**config.mk**
```make
export PLATFORM = sky130hd
export DESIGN_NAME = ptm_timer
export DESIGN_NICKNAME = d
export VERILOG_FILES = /design/src/common/ptm_pkg.sv /design/src/rtl/ptm_timer.sv
export SDC_FILE = /design/constraint.sdc
export NUM_CORES = 1
export LEC_CHECK = 0
export BUFFER_PORTS_ARGS = -buffer_cell sky130_fd_sc_hd__buf_2
export CORE_ASPECT_RATIO = 1.2
export CORE_MARGIN = 1.5
export CORE_UTILIZATION = 61
export DETAILED_ROUTE_END_ITERATION = 12
export GPL_ROUTABILITY_DRIVEN = 0
export PLACE_DENSITY = 0.79
export REMOVE_ABC_BUFFERS = 1
export SYNTH_ARGS = -nofsm -noshare
export SYNTH_HDL_FRONTEND = slang
export SYNTH_SLANG_ARGS = --single-unit
```
**constraint.sdc**
```tcl
create_clock -name clock_i -period 2.86 [get_ports clock_i]
set_input_delay 0.286 -clock clock_i [delete_from_list [all_inputs] [get_ports clock_i]]
set_output_delay 0.286 -clock clock_i [all_outputs]
set_load 0.02 [all_outputs]
```
**src/common/ptm_pkg.sv**
```systemverilog
// package for the periodic timer: register map, field layout, modes, timing
package ptm_pkg;
	localparam int          PTM_CW           = 10;
	localparam int          PTM_AW           = 3;
	// register indices
	localparam logic [2:0]  PTM_REG_CTRL0    = 3'h0;
	localparam logic [2:0]  PTM_REG_CTRL1    = 3'h1;
	localparam logic [2:0]  PTM_REG_CNT_LO   = 3'h2;
	localparam logic [2:0]  PTM_REG_CNT_HI   = 3'h3;
	localparam logic [2:0]  PTM_REG_DUTY_LO  = 3'h4;
	localparam logic [2:0]  PTM_REG_DUTY_HI  = 3'h5;
	localparam logic [2:0]  PTM_REG_PER_LO   = 3'h6;
	localparam logic [2:0]  PTM_REG_PER_HI   = 3'h7;
	// control register zero fields
	localparam int          PTM_F_CKSEL      = 4;
	localparam int          PTM_F_ENABLE     = 3;
	// control register one fields
	localparam int          PTM_F_MODE       = 6;
	localparam int          PTM_F_PINFN      = 4;
	localparam int          PTM_F_OC         = 3;
	localparam int          PTM_F_POL        = 2;
	localparam int          PTM_F_CAPSRC     = 1;
	localparam int          PTM_F_CCLR       = 0;
	// status register bits, read at the control-zero index
	localparam int          PTM_F_AFLAG      = 1;
	localparam int          PTM_F_PFLAG      = 0;
	localparam logic [7:0]  PTM_RST_BYTE     = 8'h00;
	localparam logic [9:0]  PTM_CNT_MAX      = 10'h3FF;
	localparam logic [1:0]  PTM_DIV4_LAST    = 2'h3;
	localparam logic [5:0]  PTM_DIV16_LAST   = 6'h0F;
	localparam logic [5:0]  PTM_DIV64_LAST   = 6'h3F;
	localparam logic [5:0]  PTM_SUB_LAST     = 6'h3F;

	typedef enum logic [1:0] {
		PTM_MODE_CMP  = 2'h0,
		PTM_MODE_CAP  = 2'h1,
		PTM_MODE_PWM  = 2'h2,
		PTM_MODE_TMR  = 2'h3
	} ptm_mode_t;

	typedef enum logic [1:0] {
		PTM_PIN_KEEP  = 2'h0,
		PTM_PIN_LOW   = 2'h1,
		PTM_PIN_HIGH  = 2'h2,
		PTM_PIN_TOG   = 2'h3
	} ptm_pinfn_t;

	typedef enum logic [2:0] {
		PTM_CK_SYS4   = 3'h0,
		PTM_CK_SYS    = 3'h1,
		PTM_CK_H16    = 3'h2,
		PTM_CK_H64    = 3'h3,
		PTM_CK_SUB0   = 3'h4,
		PTM_CK_SUB1   = 3'h5,
		PTM_CK_EXTR   = 3'h6,
		PTM_CK_EXTF   = 3'h7
	} ptm_cksel_t;

	typedef struct packed {
		ptm_mode_t   mode;
		ptm_pinfn_t  pinfn;
		logic        oc;
		logic        pol;
		logic        capsrc;
		logic        cclr;
	} ptm_ctrl1_t;

	typedef struct packed {
		logic [2:0]  addr;
		logic [7:0]  wdata;
		logic        wr;
		logic        rd;
	} ptm_bus_t;
endpackage

```
**src/rtl/ptm_timer.sv**
```systemverilog
// periodic timer with duty and period comparators, compare-match, timer and PWM modes
`timescale 1ns/1ps
module ptm_timer (
	input  wire logic        clock_i,
	input  wire logic        rst_i,
	input  wire logic [2:0]  addr_i,
	input  wire logic [7:0]  wdata_i,
	input  wire logic        wr_i,
	input  wire logic        rd_i,
	input  wire logic        ext_clk_i,
	input  wire logic        sub_tick_i,
	output logic      [7:0]  rdata_o,
	output logic             pin_o,
	output logic             pin_oe_n_o,
	output logic             flag_a_o,
	output logic             flag_p_o
);
	// ==========================================================
	// bus and registers
	ptm_pkg::ptm_bus_t   bus;
	ptm_pkg::ptm_ctrl1_t ctrl1_r;
	logic [2:0]          cksel_r;
	logic                en_r;
	logic [9:0]          duty_r;
	logic [9:0]          per_r;
	logic [9:0]          cnt_r;
	logic                flag_a_r;
	logic                flag_p_r;
	logic                pin_r;
	logic                en_d_r;

	assign bus = '{addr: addr_i, wdata: wdata_i, wr: wr_i, rd: rd_i};

	function automatic logic hit_w(input ptm_pkg::ptm_bus_t b, input logic [2:0] idx);
		hit_w = b.wr && (b.addr == idx);
	endfunction

	always_ff @(posedge clock_i or posedge rst_i) begin
		if (rst_i) begin
			ctrl1_r <= ptm_pkg::ptm_ctrl1_t'(ptm_pkg::PTM_RST_BYTE);
			cksel_r <= 3'h0;
			en_r    <= 1'b0;
		end else begin
			if (hit_w(bus, ptm_pkg::PTM_REG_CTRL0)) begin
				cksel_r <= bus.wdata[ptm_pkg::PTM_F_CKSEL +: 3];
				en_r    <= bus.wdata[ptm_pkg::PTM_F_ENABLE];
			end
			if (hit_w(bus, ptm_pkg::PTM_REG_CTRL1))
				ctrl1_r <= ptm_pkg::ptm_ctrl1_t'(bus.wdata);
		end
	end

	always_ff @(posedge clock_i or posedge rst_i) begin
		if (rst_i) begin
			duty_r <= 10'h000;
			per_r  <= 10'h000;
		end else begin
			if (hit_w(bus, ptm_pkg::PTM_REG_DUTY_LO))
				duty_r[7:0] <= bus.wdata;
			if (hit_w(bus, ptm_pkg::PTM_REG_DUTY_HI))
				duty_r[9:8] <= bus.wdata[1:0];
			if (hit_w(bus, ptm_pkg::PTM_REG_PER_LO))
				per_r[7:0] <= bus.wdata;
			if (hit_w(bus, ptm_pkg::PTM_REG_PER_HI))
				per_r[9:8] <= bus.wdata[1:0];
		end
	end

	always_ff @(posedge clock_i or posedge rst_i) begin
		if (rst_i) begin
			rdata_o <= 8'h00;
		end else begin
			rdata_o <= 8'h00;
			if (bus.rd) begin
				case (bus.addr)
					ptm_pkg::PTM_REG_CTRL0:   rdata_o <= {1'b0, cksel_r, en_r, 1'b0, flag_a_r, flag_p_r};
					ptm_pkg::PTM_REG_CTRL1:   rdata_o <= ctrl1_r;
					ptm_pkg::PTM_REG_CNT_LO:  rdata_o <= cnt_r[7:0];
					ptm_pkg::PTM_REG_CNT_HI:  rdata_o <= {6'h00, cnt_r[9:8]};
					ptm_pkg::PTM_REG_DUTY_LO: rdata_o <= duty_r[7:0];
					ptm_pkg::PTM_REG_DUTY_HI: rdata_o <= {6'h00, duty_r[9:8]};
					ptm_pkg::PTM_REG_PER_LO:  rdata_o <= per_r[7:0];
					ptm_pkg::PTM_REG_PER_HI:  rdata_o <= {6'h00, per_r[9:8]};
					default:                  rdata_o <= 8'h00;
				endcase
			end
		end
	end

	// ==========================================================
	// counter clock selection
	logic       ext_s1_r;
	logic       ext_s2_r;
	logic       ext_s3_r;
	logic       ext_lvl_r;
	logic [5:0] pre_r;
	logic       tick;
	logic       ext_rise;
	logic       ext_fall;

	always_ff @(posedge clock_i or posedge rst_i) begin
		if (rst_i) begin
			ext_s1_r  <= 1'b0;
			ext_s2_r  <= 1'b0;
			ext_s3_r  <= 1'b0;
			ext_lvl_r <= 1'b0;
		end else begin
			ext_s1_r <= ext_clk_i;
			ext_s2_r <= ext_s1_r;
			ext_s3_r <= ext_s2_r;
			if (ext_s2_r == ext_s3_r)
				ext_lvl_r <= ext_s3_r;
		end
	end

	assign ext_rise = (ext_s2_r == ext_s3_r) && ext_s3_r && !ext_lvl_r;
	assign ext_fall = (ext_s2_r == ext_s3_r) && !ext_s3_r && ext_lvl_r;

	always_ff @(posedge clock_i or posedge rst_i) begin
		if (rst_i)
			pre_r <= 6'h00;
		else
			pre_r <= pre_r + 6'h01;
	end

	always_comb begin
		case (ptm_pkg::ptm_cksel_t'(cksel_r))
			ptm_pkg::PTM_CK_SYS4: tick = (pre_r[1:0] == ptm_pkg::PTM_DIV4_LAST);
			ptm_pkg::PTM_CK_SYS:  tick = 1'b1;
			ptm_pkg::PTM_CK_H16:  tick = ({2'h0, pre_r[3:0]} == ptm_pkg::PTM_DIV16_LAST);
			ptm_pkg::PTM_CK_H64:  tick = (pre_r == ptm_pkg::PTM_DIV64_LAST);
			ptm_pkg::PTM_CK_SUB0: tick = sub_tick_i;
			ptm_pkg::PTM_CK_SUB1: tick = sub_tick_i;
			ptm_pkg::PTM_CK_EXTR: tick = ext_rise;
			ptm_pkg::PTM_CK_EXTF: tick = ext_fall;
			default:              tick = 1'b0;
		endcase
	end

	// ==========================================================
	// counter and comparators
	logic is_pwm;
	logic match_a;
	logic match_p;
	logic wrap;
	logic clr_cnt;
	logic ev_a;
	logic ev_p;
	logic en_rise;

	assign en_rise = en_r && !en_d_r;
	assign is_pwm  = (ctrl1_r.mode == ptm_pkg::PTM_MODE_PWM);
	// compare on the next counter value so a period of n gives n ticks
	assign match_a = (duty_r != 10'h000) && (cnt_r + 10'h001 == duty_r);
	assign match_p = (per_r != 10'h000) && (cnt_r + 10'h001 == per_r);
	assign wrap    = (cnt_r == ptm_pkg::PTM_CNT_MAX);

	always_comb begin
		if (is_pwm || !ctrl1_r.cclr)
			clr_cnt = match_p || ((per_r == 10'h000) && wrap);
		else
			clr_cnt = match_a || wrap;
	end

	assign ev_a = en_r && tick && match_a && ctrl1_r.mode != ptm_pkg::PTM_MODE_CAP;
	assign ev_p = en_r && tick && match_p && ctrl1_r.mode != ptm_pkg::PTM_MODE_CAP
		&& (is_pwm || !ctrl1_r.cclr);

	always_ff @(posedge clock_i or posedge rst_i) begin
		if (rst_i) begin
			cnt_r  <= 10'h000;
			en_d_r <= 1'b0;
		end else begin
			en_d_r <= en_r;
			if (en_rise)
				cnt_r <= 10'h000;
			else if (en_r && tick) begin
				if (clr_cnt)
					cnt_r <= 10'h000;
				else
					cnt_r <= cnt_r + 10'h001;
			end
		end
	end

	// ==========================================================
	// request flags, sticky; writing one to a status bit clears it
	logic clr_a;
	logic clr_p;

	assign clr_a = hit_w(bus, ptm_pkg::PTM_REG_CTRL0) && bus.wdata[ptm_pkg::PTM_F_AFLAG];
	assign clr_p = hit_w(bus, ptm_pkg::PTM_REG_CTRL0) && bus.wdata[ptm_pkg::PTM_F_PFLAG];

	always_ff @(posedge clock_i or posedge rst_i) begin
		if (rst_i) begin
			flag_a_r <= 1'b0;
			flag_p_r <= 1'b0;
		end else begin
			flag_a_r <= ev_a || (flag_a_r && !clr_a);
			flag_p_r <= ev_p || (flag_p_r && !clr_p);
		end
	end

	// ==========================================================
	// output pin
	logic pwm_on;
	logic pwm_act;
	logic pwm_lvl;

	// pwm_on tracks active phase: set at period start, cleared at duty match
	always_ff @(posedge clock_i or posedge rst_i) begin
		if (rst_i)
			pwm_on <= 1'b0;
		else if (en_rise)
			pwm_on <= 1'b1;
		else if (en_r && tick) begin
			if (clr_cnt)
				pwm_on <= 1'b1;
			else if (match_a && (duty_r < per_r || per_r == 10'h000))
				pwm_on <= 1'b0;
		end
	end

	always_comb begin
		case (ctrl1_r.pinfn)
			ptm_pkg::PTM_PIN_KEEP: pwm_act = 1'b0;
			ptm_pkg::PTM_PIN_LOW:  pwm_act = 1'b1;
			ptm_pkg::PTM_PIN_HIGH: pwm_act = pwm_on;
			default:               pwm_act = 1'b0;
		endcase
		pwm_lvl = (pwm_act ~^ ctrl1_r.oc) ^ ctrl1_r.pol;
	end

	always_ff @(posedge clock_i or posedge rst_i) begin
		if (rst_i)
			pin_r <= 1'b0;
		else if (ctrl1_r.mode == ptm_pkg::PTM_MODE_CMP) begin
			if (en_rise)
				pin_r <= ctrl1_r.oc;
			else if (ev_a) begin
				case (ctrl1_r.pinfn)
					ptm_pkg::PTM_PIN_LOW:  pin_r <= 1'b0;
					ptm_pkg::PTM_PIN_HIGH: pin_r <= 1'b1;
					ptm_pkg::PTM_PIN_TOG:  pin_r <= !pin_r;
					default:               pin_r <= pin_r;
				endcase
			end
		end else if (is_pwm)
			pin_r <= pwm_lvl;
	end

	always_ff @(posedge clock_i or posedge rst_i) begin
		if (rst_i) begin
			pin_o      <= 1'b0;
			pin_oe_n_o <= 1'b1;
			flag_a_o   <= 1'b0;
			flag_p_o   <= 1'b0;
		end else begin
			pin_o      <= (ctrl1_r.mode == ptm_pkg::PTM_MODE_CMP) ? (pin_r ^ ctrl1_r.pol) : pin_r;
			pin_oe_n_o <= !(ctrl1_r.mode == ptm_pkg::PTM_MODE_CMP || is_pwm);
			flag_a_o   <= flag_a_r;
			flag_p_o   <= flag_p_r;
		end
	end

	// ==========================================================
	// checks
	a_p_flag_gated: assert property (@(posedge clock_i) disable iff (rst_i)
		(ctrl1_r.cclr && !is_pwm && !flag_p_r) |=> !flag_p_r) else $error("p flag raised with clear-select high");

	a_zero_duty_noa: assert property (@(posedge clock_i) disable iff (rst_i)
		(duty_r == 10'h000) |-> !ev_a) else $error("a flag raised with zero duty");

	a_enable_zeroes: assert property (@(posedge clock_i) disable iff (rst_i)
		$rose(en_r) |=> (cnt_r == 10'h000)) else $error("counter not zeroed on enable");

	a_hold_stopped: assert property (@(posedge clock_i) disable iff (rst_i)
		(!en_r && !en_d_r) |=> $stable(cnt_r)) else $error("counter moved while stopped");

	a_flag_sticky: assert property (@(posedge clock_i) disable iff (rst_i)
		(flag_a_r && !clr_a) |=> flag_a_r) else $error("a flag dropped without clear");

	a_flag_set: assert property (@(posedge clock_i) disable iff (rst_i)
		ev_p |=> ##1 flag_p_o) else $error("p flag not shown");

	a_timer_nopin: assert property (@(posedge clock_i) disable iff (rst_i)
		(ctrl1_r.mode == ptm_pkg::PTM_MODE_TMR) |=> pin_oe_n_o) else $error("pin driven in timer mode");

	a_init_level: assert property (@(posedge clock_i) disable iff (rst_i)
		(en_rise && ctrl1_r.mode == ptm_pkg::PTM_MODE_CMP && $stable(ctrl1_r)) |=> (pin_r == ctrl1_r.oc))
		else $error("pin not at initial level");

	a_overflow_wrap: assert property (@(posedge clock_i) disable iff (rst_i)
		(en_r && !en_rise && tick && wrap && per_r == 10'h000 && !ctrl1_r.cclr) |=> (cnt_r == 10'h000))
		else $error("no overflow wrap");

	a_cmp_drives: assert property (@(posedge clock_i) disable iff (rst_i)
		(ctrl1_r.mode == ptm_pkg::PTM_MODE_CMP) |=> !pin_oe_n_o) else $error("pin released in compare mode");

	a_pwm_drives: assert property (@(posedge clock_i) disable iff (rst_i)
		is_pwm |=> !pin_oe_n_o) else $error("pin released in pwm mode");

	a_pin_holds: assert property (@(posedge clock_i) disable iff (rst_i)
		(ctrl1_r.mode == ptm_pkg::PTM_MODE_CMP && !en_rise && !ev_a) |=> $stable(pin_r))
		else $error("pin changed without a match");

	a_pin_toggles: assert property (@(posedge clock_i) disable iff (rst_i)
		(ctrl1_r.mode == ptm_pkg::PTM_MODE_CMP && !en_rise && ev_a && ctrl1_r.pinfn == ptm_pkg::PTM_PIN_TOG)
		|=> (pin_r != $past(pin_r))) else $error("pin did not toggle");

	a_pin_goes_high: assert property (@(posedge clock_i) disable iff (rst_i)
		(ctrl1_r.mode == ptm_pkg::PTM_MODE_CMP && !en_rise && ev_a && ctrl1_r.pinfn == ptm_pkg::PTM_PIN_HIGH)
		|=> pin_r) else $error("pin did not go high");

	a_pin_goes_low: assert property (@(posedge clock_i) disable iff (rst_i)
		(ctrl1_r.mode == ptm_pkg::PTM_MODE_CMP && !en_rise && ev_a && ctrl1_r.pinfn == ptm_pkg::PTM_PIN_LOW)
		|=> !pin_r) else $error("pin did not go low");

	a_period_clear: assert property (@(posedge clock_i) disable iff (rst_i)
		(en_r && !en_rise && tick && match_p && (is_pwm || !ctrl1_r.cclr)) |=> (cnt_r == 10'h000))
		else $error("counter not cleared on period match");

	a_duty_clear: assert property (@(posedge clock_i) disable iff (rst_i)
		(en_r && !en_rise && tick && match_a && ctrl1_r.cclr && !is_pwm) |=> (cnt_r == 10'h000))
		else $error("counter not cleared on duty match");

	a_count_step: assert property (@(posedge clock_i) disable iff (rst_i)
		(en_r && !en_rise && tick && !clr_cnt) |=> (cnt_r == $past(cnt_r) + 10'h001))
		else $error("counter did not advance by one");

	a_flag_clears: assert property (@(posedge clock_i) disable iff (rst_i)
		(clr_a && !ev_a) |=> !flag_a_r) else $error("a flag not cleared");

	a_set_wins: assert property (@(posedge clock_i) disable iff (rst_i)
		(ev_p && clr_p) |=> flag_p_r) else $error("clear beat a new p event");

	a_a_flag_set: assert property (@(posedge clock_i) disable iff (rst_i)
		ev_a |=> flag_a_r) else $error("a flag not raised on match");

	a_per_high_zero: assert property (@(posedge clock_i) disable iff (rst_i)
		(rd_i && addr_i == ptm_pkg::PTM_REG_PER_HI) |=> (rdata_o[7:2] == 6'h00))
		else $error("period high upper bits set");

	a_pwm_inactive: assert property (@(posedge clock_i) disable iff (rst_i)
		(is_pwm && ctrl1_r.pinfn == ptm_pkg::PTM_PIN_KEEP) |=> (pin_r == ($past(ctrl1_r.pol) ^ !$past(ctrl1_r.oc))))
		else $error("forced inactive level wrong");

	a_pwm_active: assert property (@(posedge clock_i) disable iff (rst_i)
		(is_pwm && ctrl1_r.pinfn == ptm_pkg::PTM_PIN_LOW) |=> (pin_r == ($past(ctrl1_r.pol) ^ $past(ctrl1_r.oc))))
		else $error("forced active level wrong");
endmodule

```
==> results.txt, run 1 <==
* Outcome: complete, no violations
- After detailed routing, the number of remaining DRC violations is 0.
* N_diodes: 0
- Post-layout net count: 474
- Maximum fanout along the worst path: 9
* Worst-case reg-to-reg path depth: 8
* Fraction of layout instances using a drive strength above 1: 0.217
- Clock-pin slew of the registers on the worst-case setup and hold paths: 0.08 ns
- Wire length of the first global-routing pass: 16300 um
- In this run the critical register-to-register path is launched from cnt_r[5].
- # setup viols final: 0
* Share of total power in combinational logic: 0.317
* Worst-case headroom to the max-slew limit: 0.547
* Fraction of power consumed by the clock network: 0.242
* Number of levels in the clock H-tree: 3
- The worst path in the final design needs a cycle of 2.73 ns, including I/O delays and setup.
* Predominant post-synthesis flop cell: sky130_fd_sc_hd__dfrtp_1
* Worst hold margin: 0.0310 ns
- Detail Route Antenna Nets: 0
* Number of instances in the synthesized netlist: 412
- The count of pins over their slew limit is 0.
- The worst-case IR drop observed on VDD is 0.467 mV.
- The share of synthesized area in the top cell type comes to 0.418.
* Max Cap Violations: 0
- Worst Setup Path Type: register to register
- Unrepaired setup endpoints after global routing: no
* Power density normalized to cell area: 670 nW/um^2
* Overall routed net length: 10000 um
- The endpoint identified for the worst register-to-register timing path is cnt_r[4].
* Unique cell type count in the Yosys netlist: 59
- Cell types with the largest area share after synthesis: sky130_fd_sc_hd__dfrtp_1 42%, sky130_fd_sc_hd__mux2_2 6.6%, sky130_fd_sc_hd__ha_1 4.9%
- Net switching power: 1140 uW
- The analysis attributes to cell leakage a power of 0.00205 uW.
* Buffer type at the clock tree root: sky130_fd_sc_hd__clkbuf_8
- Initial DRT Pass Iterations: 5
- For this run the aggregate overflow at the end of global routing stands at 0.
- Standard-cell rows: 32
- Die outline area: 7170 sq um
* Number of violations reported at the end of detailed-routing iteration 0: 306
- Via count: 3393
* Area Overhead vs Synth: 11.8%
- The total area inside the core boundary comes to 6450 sq um.
* CTS Buffer Depth: 2
* Die width: 77.6 um
- The number of global-route vias before repair was 3211.
- Critical path required time: 3.08 ns
- CTS tree: yes
* Filler cells: 483
- For this run, the number of Yosys warnings is 0.
- Boundary pin count: 29
- Across the routed clock network, the largest skew measured is 0.0101 ns.
* Half-perimeter wire length of the detailed placement result: 7510 um
- Final TNS setup: 0 ns
* Critical Path Start Type: register
- Post-route fraction of the period consumed by the critical path: 0.955
* Antenna violations before repair: 0
* Share of synthesized registers carrying an async set or reset: 1.00
* Maximum number of pins on one net before global-route repair: 38
* Flop and latch count out of synthesis: 69
- Internal Pwr Total: 1910 uW
* Post-synth EDFFs: 0
* CTS sink count: 69
- Most instantiated library cell after synthesis: sky130_fd_sc_hd__dfrtp_1
- Of the total power, registers draw 0.441.
- At the end of the flow the core is filled with cells to 0.706.
- The critical path ends at cnt_r[4].
- Net switching fraction of the power: 0.374
* IO Port Bufs: 28
* Maximum clock frequency: 366 MHz
- Arrival time reported for the critical path endpoint: 2.95 ns
* Die outline height: 92.5 um
* Number of hold violations in the final report: 0
- For the worst-skew pair, the clock arrives at the later sink with an insertion delay of 0.36 ns.
- Inserted Clock Buffers: 9
* Worst setup startpoint: cnt_r[5]
- The share of the Yosys chip area taken by registers is 0.425.
- The completed layout was analyzed and its total power is 3050 uW.
- STA classifies the critical path endpoint as a register.
- A synthesized cell averages 9.88 sq um.
- GRT Overall Usage: 0.303
* Initial Util: 0.631
* Top cells by count, synth: 68 x sky130_fd_sc_hd__dfrtp_1, 33 x sky130_fd_sc_hd__inv_1, 29 x sky130_fd_sc_hd__nand2_1, 28 x sky130_fd_sc_hd__a21oi_1, 24 x sky130_fd_sc_hd__mux2_2
* Class of the most critical hold timing path: input pin to register
* Actual transition at the worst max-transition pin: 0.678 ns
- Wire length per cell after detailed routing: 18.9 um
- In the routed layout, each cell is associated on average with a via count of 6.39.
- In this run the register-to-register setup slack is 0.13 ns.
* Total standard cell area after synthesis: 4070 sq um
- Cell accounting for the most synthesized area: sky130_fd_sc_hd__dfrtp_1
-- how the worst min path moves through the flow --
stage / from / to / slack (ns) / depth (start not counted)
finish: ext_clk_i / ext_s1_r / 0.03 / 1
global route: ext_clk_i / ext_s1_r / 0.02 / 1
CTS: ext_clk_i / ext_s1_r / 0.01 / 1
detailed placement: ext_s1_r / ext_s2_r / 0.34 / 0
global placement: ext_s1_r / ext_s2_r / 0.34 / 0
floorplan: ext_clk_i / ext_s1_r / 0.32 / 0
-- flip-flops by register name, summed over array words and instances (netlist names), 3 cells and up --
name,flops
cnt_r,10
duty_r,10
per_r,10
ctrl1_r,8
rdata_o,8
pre_r,6
cksel_r,3
-- cells by family after synthesis --
logic type               after synthesis  share of synthesized area
buffers and inverters                 55                     0.0544
multiplexers                          32                     0.0953
AO/OA/AOI/OAI                        103                      0.167
AND/OR/NAND/NOR                      111                      0.140
XOR/XNOR                              26                     0.0698
adder cells (fa/ha/maj)               16                     0.0492
flip-flops                            69                      0.425
-- per-layer routing --
layer  GRT usage  share of wire  vias to the layer above
met2       0.460           0.47                      188
met4       0.155          0.042                        0
li1            -              -                     1542
met5           0              0                        -
met3      0.0759          0.083                       33
met1       0.402           0.41                     1630
-- critical path, cell delays in order, from the launching register on --
cell and delay (ns):
sky130_fd_sc_hd__dfrtp_1 0.52, sky130_fd_sc_hd__and4_1 0.42, sky130_fd_sc_hd__xnor2_1 0.12, sky130_fd_sc_hd__o32a_1 0.34, sky130_fd_sc_hd__or3_1 0.40, sky130_fd_sc_hd__o21ai_1 0.27
sky130_fd_sc_hd__o2bb2ai_4 0.15, sky130_fd_sc_hd__o21ai_2 0.23, sky130_fd_sc_hd__o22ai_1 0.15
-- layout by cell type, fill, tap and decap left out, types with 3 or more instances in the layout --
| cell | n |
|---|---|
| sky130_fd_sc_hd__a211oi_1 | 3 |
| sky130_fd_sc_hd__o31ai_1 | 3 |
| sky130_fd_sc_hd__nand4_1 | 5 |
| sky130_fd_sc_hd__o21ai_1 | 3 |
| sky130_fd_sc_hd__nor3_1 | 7 |
| sky130_fd_sc_hd__nand3_1 | 13 |
| sky130_fd_sc_hd__nor4_1 | 6 |
| sky130_fd_sc_hd__o22ai_1 | 12 |
| sky130_fd_sc_hd__ha_1 | 15 |
| sky130_fd_sc_hd__nor2b_1 | 7 |
| sky130_fd_sc_hd__o21ai_0 | 20 |
| sky130_fd_sc_hd__nor2_1 | 21 |
| sky130_fd_sc_hd__o211a_1 | 5 |
| sky130_fd_sc_hd__clkbuf_8 | 9 |
| sky130_fd_sc_hd__buf_4 | 11 |
| sky130_fd_sc_hd__and3_1 | 4 |
| sky130_fd_sc_hd__mux2i_1 | 5 |
| sky130_fd_sc_hd__mux2_2 | 24 |
| sky130_fd_sc_hd__o21a_1 | 3 |
| sky130_fd_sc_hd__inv_1 | 32 |
| sky130_fd_sc_hd__dfrtp_1 | 68 |
| sky130_fd_sc_hd__a21oi_1 | 28 |
| sky130_fd_sc_hd__and2_1 | 3 |
| sky130_fd_sc_hd__mux4_2 | 3 |
| sky130_fd_sc_hd__xor2_1 | 9 |
| sky130_fd_sc_hd__a31oi_1 | 4 |
| sky130_fd_sc_hd__or3_1 | 3 |
| sky130_fd_sc_hd__xnor3_1 | 3 |
| sky130_fd_sc_hd__xnor2_1 | 13 |
| sky130_fd_sc_hd__nand2_1 | 29 |
| sky130_fd_sc_hd__buf_2 | 28 |
-- per-stage QoR --
step           worst slack [ns]  cell area, sq um  cells
2_1_floorplan             0.260              3970    390
3_3_place_gp              0.182              4330    515
3_5_place_dp              0.117              4330    515
4_1_cts                  0.0978              4510    531
5_1_grt                 0.00742              4550    531
6_report                  0.128              4550    531
-- power groups by stage --
stage	Combinational, uW	Sequential [uW]	Clock (uW)
after floorplan	644	1310	0
after global routing	1070	1360	786
after CTS	931	1330	752
after global placement	894	1340	0
after detailed placement	924	1350	0
final	966	1340	737
-- cell type report --
class                           instances  area, sq um  share of cell area
Timing Repair Buffer                   40          243              0.0534
Inverter                               33          124              0.0272
Sequential cell                        69         1730               0.380
Clock inverter                          7         58.8              0.0129
Multi-Input combinational cell        288         2160               0.476
Tap cell                               85          106              0.0234
Clock buffer                            9          124              0.0272
-- what timing repair did --
item | 4_1_cts | 5_1_grt
resized for setup | 0 | 7
hold buffers | 0 | 0
endpoints found under the setup margin | 0 | 10
setup buffers | 0 | 0
Power figures use the tool's default switching activity.
==> inputs of run 2 (changes only) <==
--- a/config.mk
+++ b/config.mk
@@ -8,10 +8,10 @@
 export BUFFER_PORTS_ARGS = -buffer_cell sky130_fd_sc_hd__buf_2
 export CORE_ASPECT_RATIO = 1.2
 export CORE_MARGIN = 1.5
-export CORE_UTILIZATION = 61
+export CORE_UTILIZATION = 55
 export DETAILED_ROUTE_END_ITERATION = 12
 export GPL_ROUTABILITY_DRIVEN = 0
-export PLACE_DENSITY = 0.79
+export PLACE_DENSITY = 0.73
 export REMOVE_ABC_BUFFERS = 1
 export SYNTH_ARGS = -nofsm -noshare
 export SYNTH_HDL_FRONTEND = slang
==> run 2 against run 1 <==
Net effect:
- setup slack got worse by 0.037 ns
- clock-buffer cell count unchanged
- clock skew shrank 0.0013 ns
==> results.txt, run 2 (synthesis results as in run 1) <==
* Boundary pin count: 29 (unchanged)
* Unrepaired setup endpoints after global routing: no (unchanged)
- Via count of the first global-routing pass: 3368 (was 3211)
- Number of remaining DRC errors: 0 (unchanged)
- Remaining global-route overflow: 0 (unchanged)
* Hold buffer count at CTS: 0 (unchanged)
- The end of the worst hold path was ext_s1_r (unchanged).
- The actual transition at the worst max-transition pin is 0.871 ns (was 0.678 ns).
- Critical path required time: 3.11 ns (was 3.08 ns)
- The count of placed standard cells including taps was 526 (was 515).
- Leading cell type in the layout, fill and taps excluded: sky130_fd_sc_hd__dfrtp_1 (unchanged)
- Die width: 81.5 um (was 77.6 um)
- Registers with the most flip-flops: cnt_r (10), duty_r (10), per_r (10) (unchanged).
* Critical Path Start Type: register (unchanged)
- Max Clock Skew: 0.00889 ns (was 0.0101 ns)
- The count of pins over their slew limit came to 0 (unchanged).
- Clock-pin slew of the registers on the worst-case setup and hold paths: 0.08 ns (about the same)
- Final TNS setup: 0 ns (unchanged)
* Overall routed net length: 10800 um (was 10000 um)
* Class of the most critical hold timing path: input pin to register (unchanged)
- Fraction of layout instances using a drive strength above 1: 0.230 (was 0.217)
* CTS sink count: 69 (unchanged)
- Maximum clock frequency: 361 MHz (was 366 MHz)
* Number of hold violations in the final report: 0 (unchanged)
- Wire length per cell after detailed routing: 19.9 um (was 18.9 um)
- The startpoint of the worst hold path is ext_clk_i (unchanged).
- The starting density of the core was 0.566 (was 0.631).
- The final critical path time including I/O delays and setup was 2.77 ns (was 2.73 ns).
- The final cell area excluding filler cells was 4640 sq um (was 4550 sq um).
* Endpoint class of the critical path: register (unchanged)
- The max-capacitance violation count came to 0 (unchanged).
- The count of cells resized by post-cts repair is 0 (unchanged).
* Initial DRT Pass Iterations: 6 (was 5)
* Power density normalized to cell area: 711 nW/um^2 (was 670 nW/um^2)
* Destination of the worst register-to-register timing path: pin_r (was cnt_r[4])
* Clk Latency, worst-skew pair: 0.36 ns (about the same)
- The count of nets left with antenna violations after detail routing is 0 (unchanged).
* Share of the core filled with cells: 0.645 (was 0.706)
- The path type of the worst setup path is register to register (unchanged).
- The via count was 3443 (was 3393).
- The setup violation total in the final timing report came to 0 (unchanged).
- N_diodes: 0 (unchanged)
- The number of standard-cell rows in the floorplan came to 34 (was 32).
* IO Port Bufs: 28 (unchanged)
* Most used cells in the layout excluding fill and tap cells: 68 x sky130_fd_sc_hd__dfrtp_1, 32 x sky130_fd_sc_hd__inv_1, 29 x sky130_fd_sc_hd__nand2_1 (unchanged)
* Maximum number of pins on one net before global-route repair: 44 (was 38)
- The maximum VDD drop is 0.558 mV (was 0.467 mV).
- The non-filler instance count after layout came to 542 (was 531).
- The global-route total usage across every layer came to 0.298 (was 0.303).
- The number of post-CTS setup repair buffers was 0 (unchanged).
* Die outline height: 97.2 um (was 92.5 um)
- Outcome: complete, no violations (unchanged).
- The final clock period utilization by the worst path is 0.968 (was 0.955).
- The CTS tree is yes (unchanged).
- Wire length of the first global-routing pass: 17400 um (was 16300 um)
* Leakage dissipation: 0.00210 uW (was 0.00205 uW)
- The deepest clock path buffer count is 2 (unchanged).
* Cells on Worst Hold Path: 1 (unchanged)
- The arrival time reported for the critical path endpoint came to 3.02 ns (was 2.95 ns).
- The total die area came to 7920 sq um (was 7170 sq um).
- The reg-to-reg setup timing slack is 0.09 ns (was 0.13 ns).
- The number of cells traversed by the worst register-to-register path was 8 (unchanged).
- Area Overhead vs Synth: 14.1% (was 11.8%)
- The placeable core region is 7190 sq um (was 6450 sq um).
- Buffer type at the clock tree root: sky130_fd_sc_hd__clkbuf_8 (unchanged)
- The number of antenna violations at the first check in global routing came to 0 (unchanged).
* Half-perimeter wire length of the detailed placement result: 8090 um (was 7510 um)
* Placed cell areas: 4370 sq um (was 4330 sq um)
- Maximum fanout along the worst path: 8 (was 9)
- The origin of the critical flop-to-flop path is cnt_r[7] (was cnt_r[5]).
- The headroom to the max-slew limit is 0.418 (was 0.547).
- Average vias per placed instance: 6.35 (was 6.39)
- The CTS buffer count is 9 (unchanged).
- The initial detailed-routing violation count is 338 (was 306).
- The net count of the finished layout is 480 (was 474).
* Number of levels in the clock H-tree: 3 (unchanged)
==> run 2: cell count changes in the layout (fill, tap and decap cells not counted), sizes merged <==
cell,previous run,this run
inv,36,34
bufinv,0,3
buf,40,46
clkinvlp,1,0
==> run 2: critical path, cell delays in order, from the launching register on <==
cell	delay, ns
sky130_fd_sc_hd__dfrtp_1	0.54
sky130_fd_sc_hd__nand2_1	0.27
sky130_fd_sc_hd__or3_1	0.42
sky130_fd_sc_hd__xnor3_1	0.27
sky130_fd_sc_hd__o311ai_1	0.14
sky130_fd_sc_hd__or3_4	0.39
sky130_fd_sc_hd__o41a_1	0.41
sky130_fd_sc_hd__a211oi_2	0.15
sky130_fd_sc_hd__a21oi_1	0.05
==> run 2: power by group <==
group	leakage [uW]	internal, uW	switching [uW]	total, uW
clock network	0.000124	583	397	981
logic	0.00112	450	542	991
registers	0.000857	1130	199	1330
==> run 2: per-stage QoR <==
step	power, uW	setup WS [ns]	hold WS, ns
2_1_floorplan	1950	0.260	0.317
3_3_place_gp	2260	0.167	0.346
3_5_place_dp	2290	0.0798	0.337
4_1_cts	3280	0.0535	0.0235
5_1_grt	3470	0.0146	0.0234
6_report	3300	0.0908	0.0308
==> run 2: worst max path at each step <==
stage | start | endpoint | slack [ns] | cells past startpoint
CTS | cnt_r[1] | cnt_r[9] | 0.05 | 9
floorplan | cnt_r[0] | pin_r | 0.26 | 9
detailed placement | cnt_r[1] | cnt_r[9] | 0.08 | 9
finish | cnt_r[7] | pin_r | 0.09 | 8
global route | cnt_r[1] | cnt_r[4] | 0.01 | 9
global placement | cnt_r[0] | pin_r | 0.17 | 9
==> run 2: cell type report <==
cell class / instances / area (sq um)
Fill cell: 576 / 2550
Multi-Input combinational cell: 288 / 2160
Sequential cell: 69 / 1730
Timing Repair Buffer: 46 / 275
Clock buffer: 9 / 124
Inverter: 33 / 124
Clock inverter: 7 / 121
Tap cell: 90 / 113
==> run 2: per-layer routing <==
layer  share of wire  vias to the layer above  track usage
met3           0.085                       71       0.0770
met4           0.071                        0        0.198
li1                -                     1560            -
met5               0                        -            0
met1            0.39                     1622        0.384
met2            0.45                      190        0.434
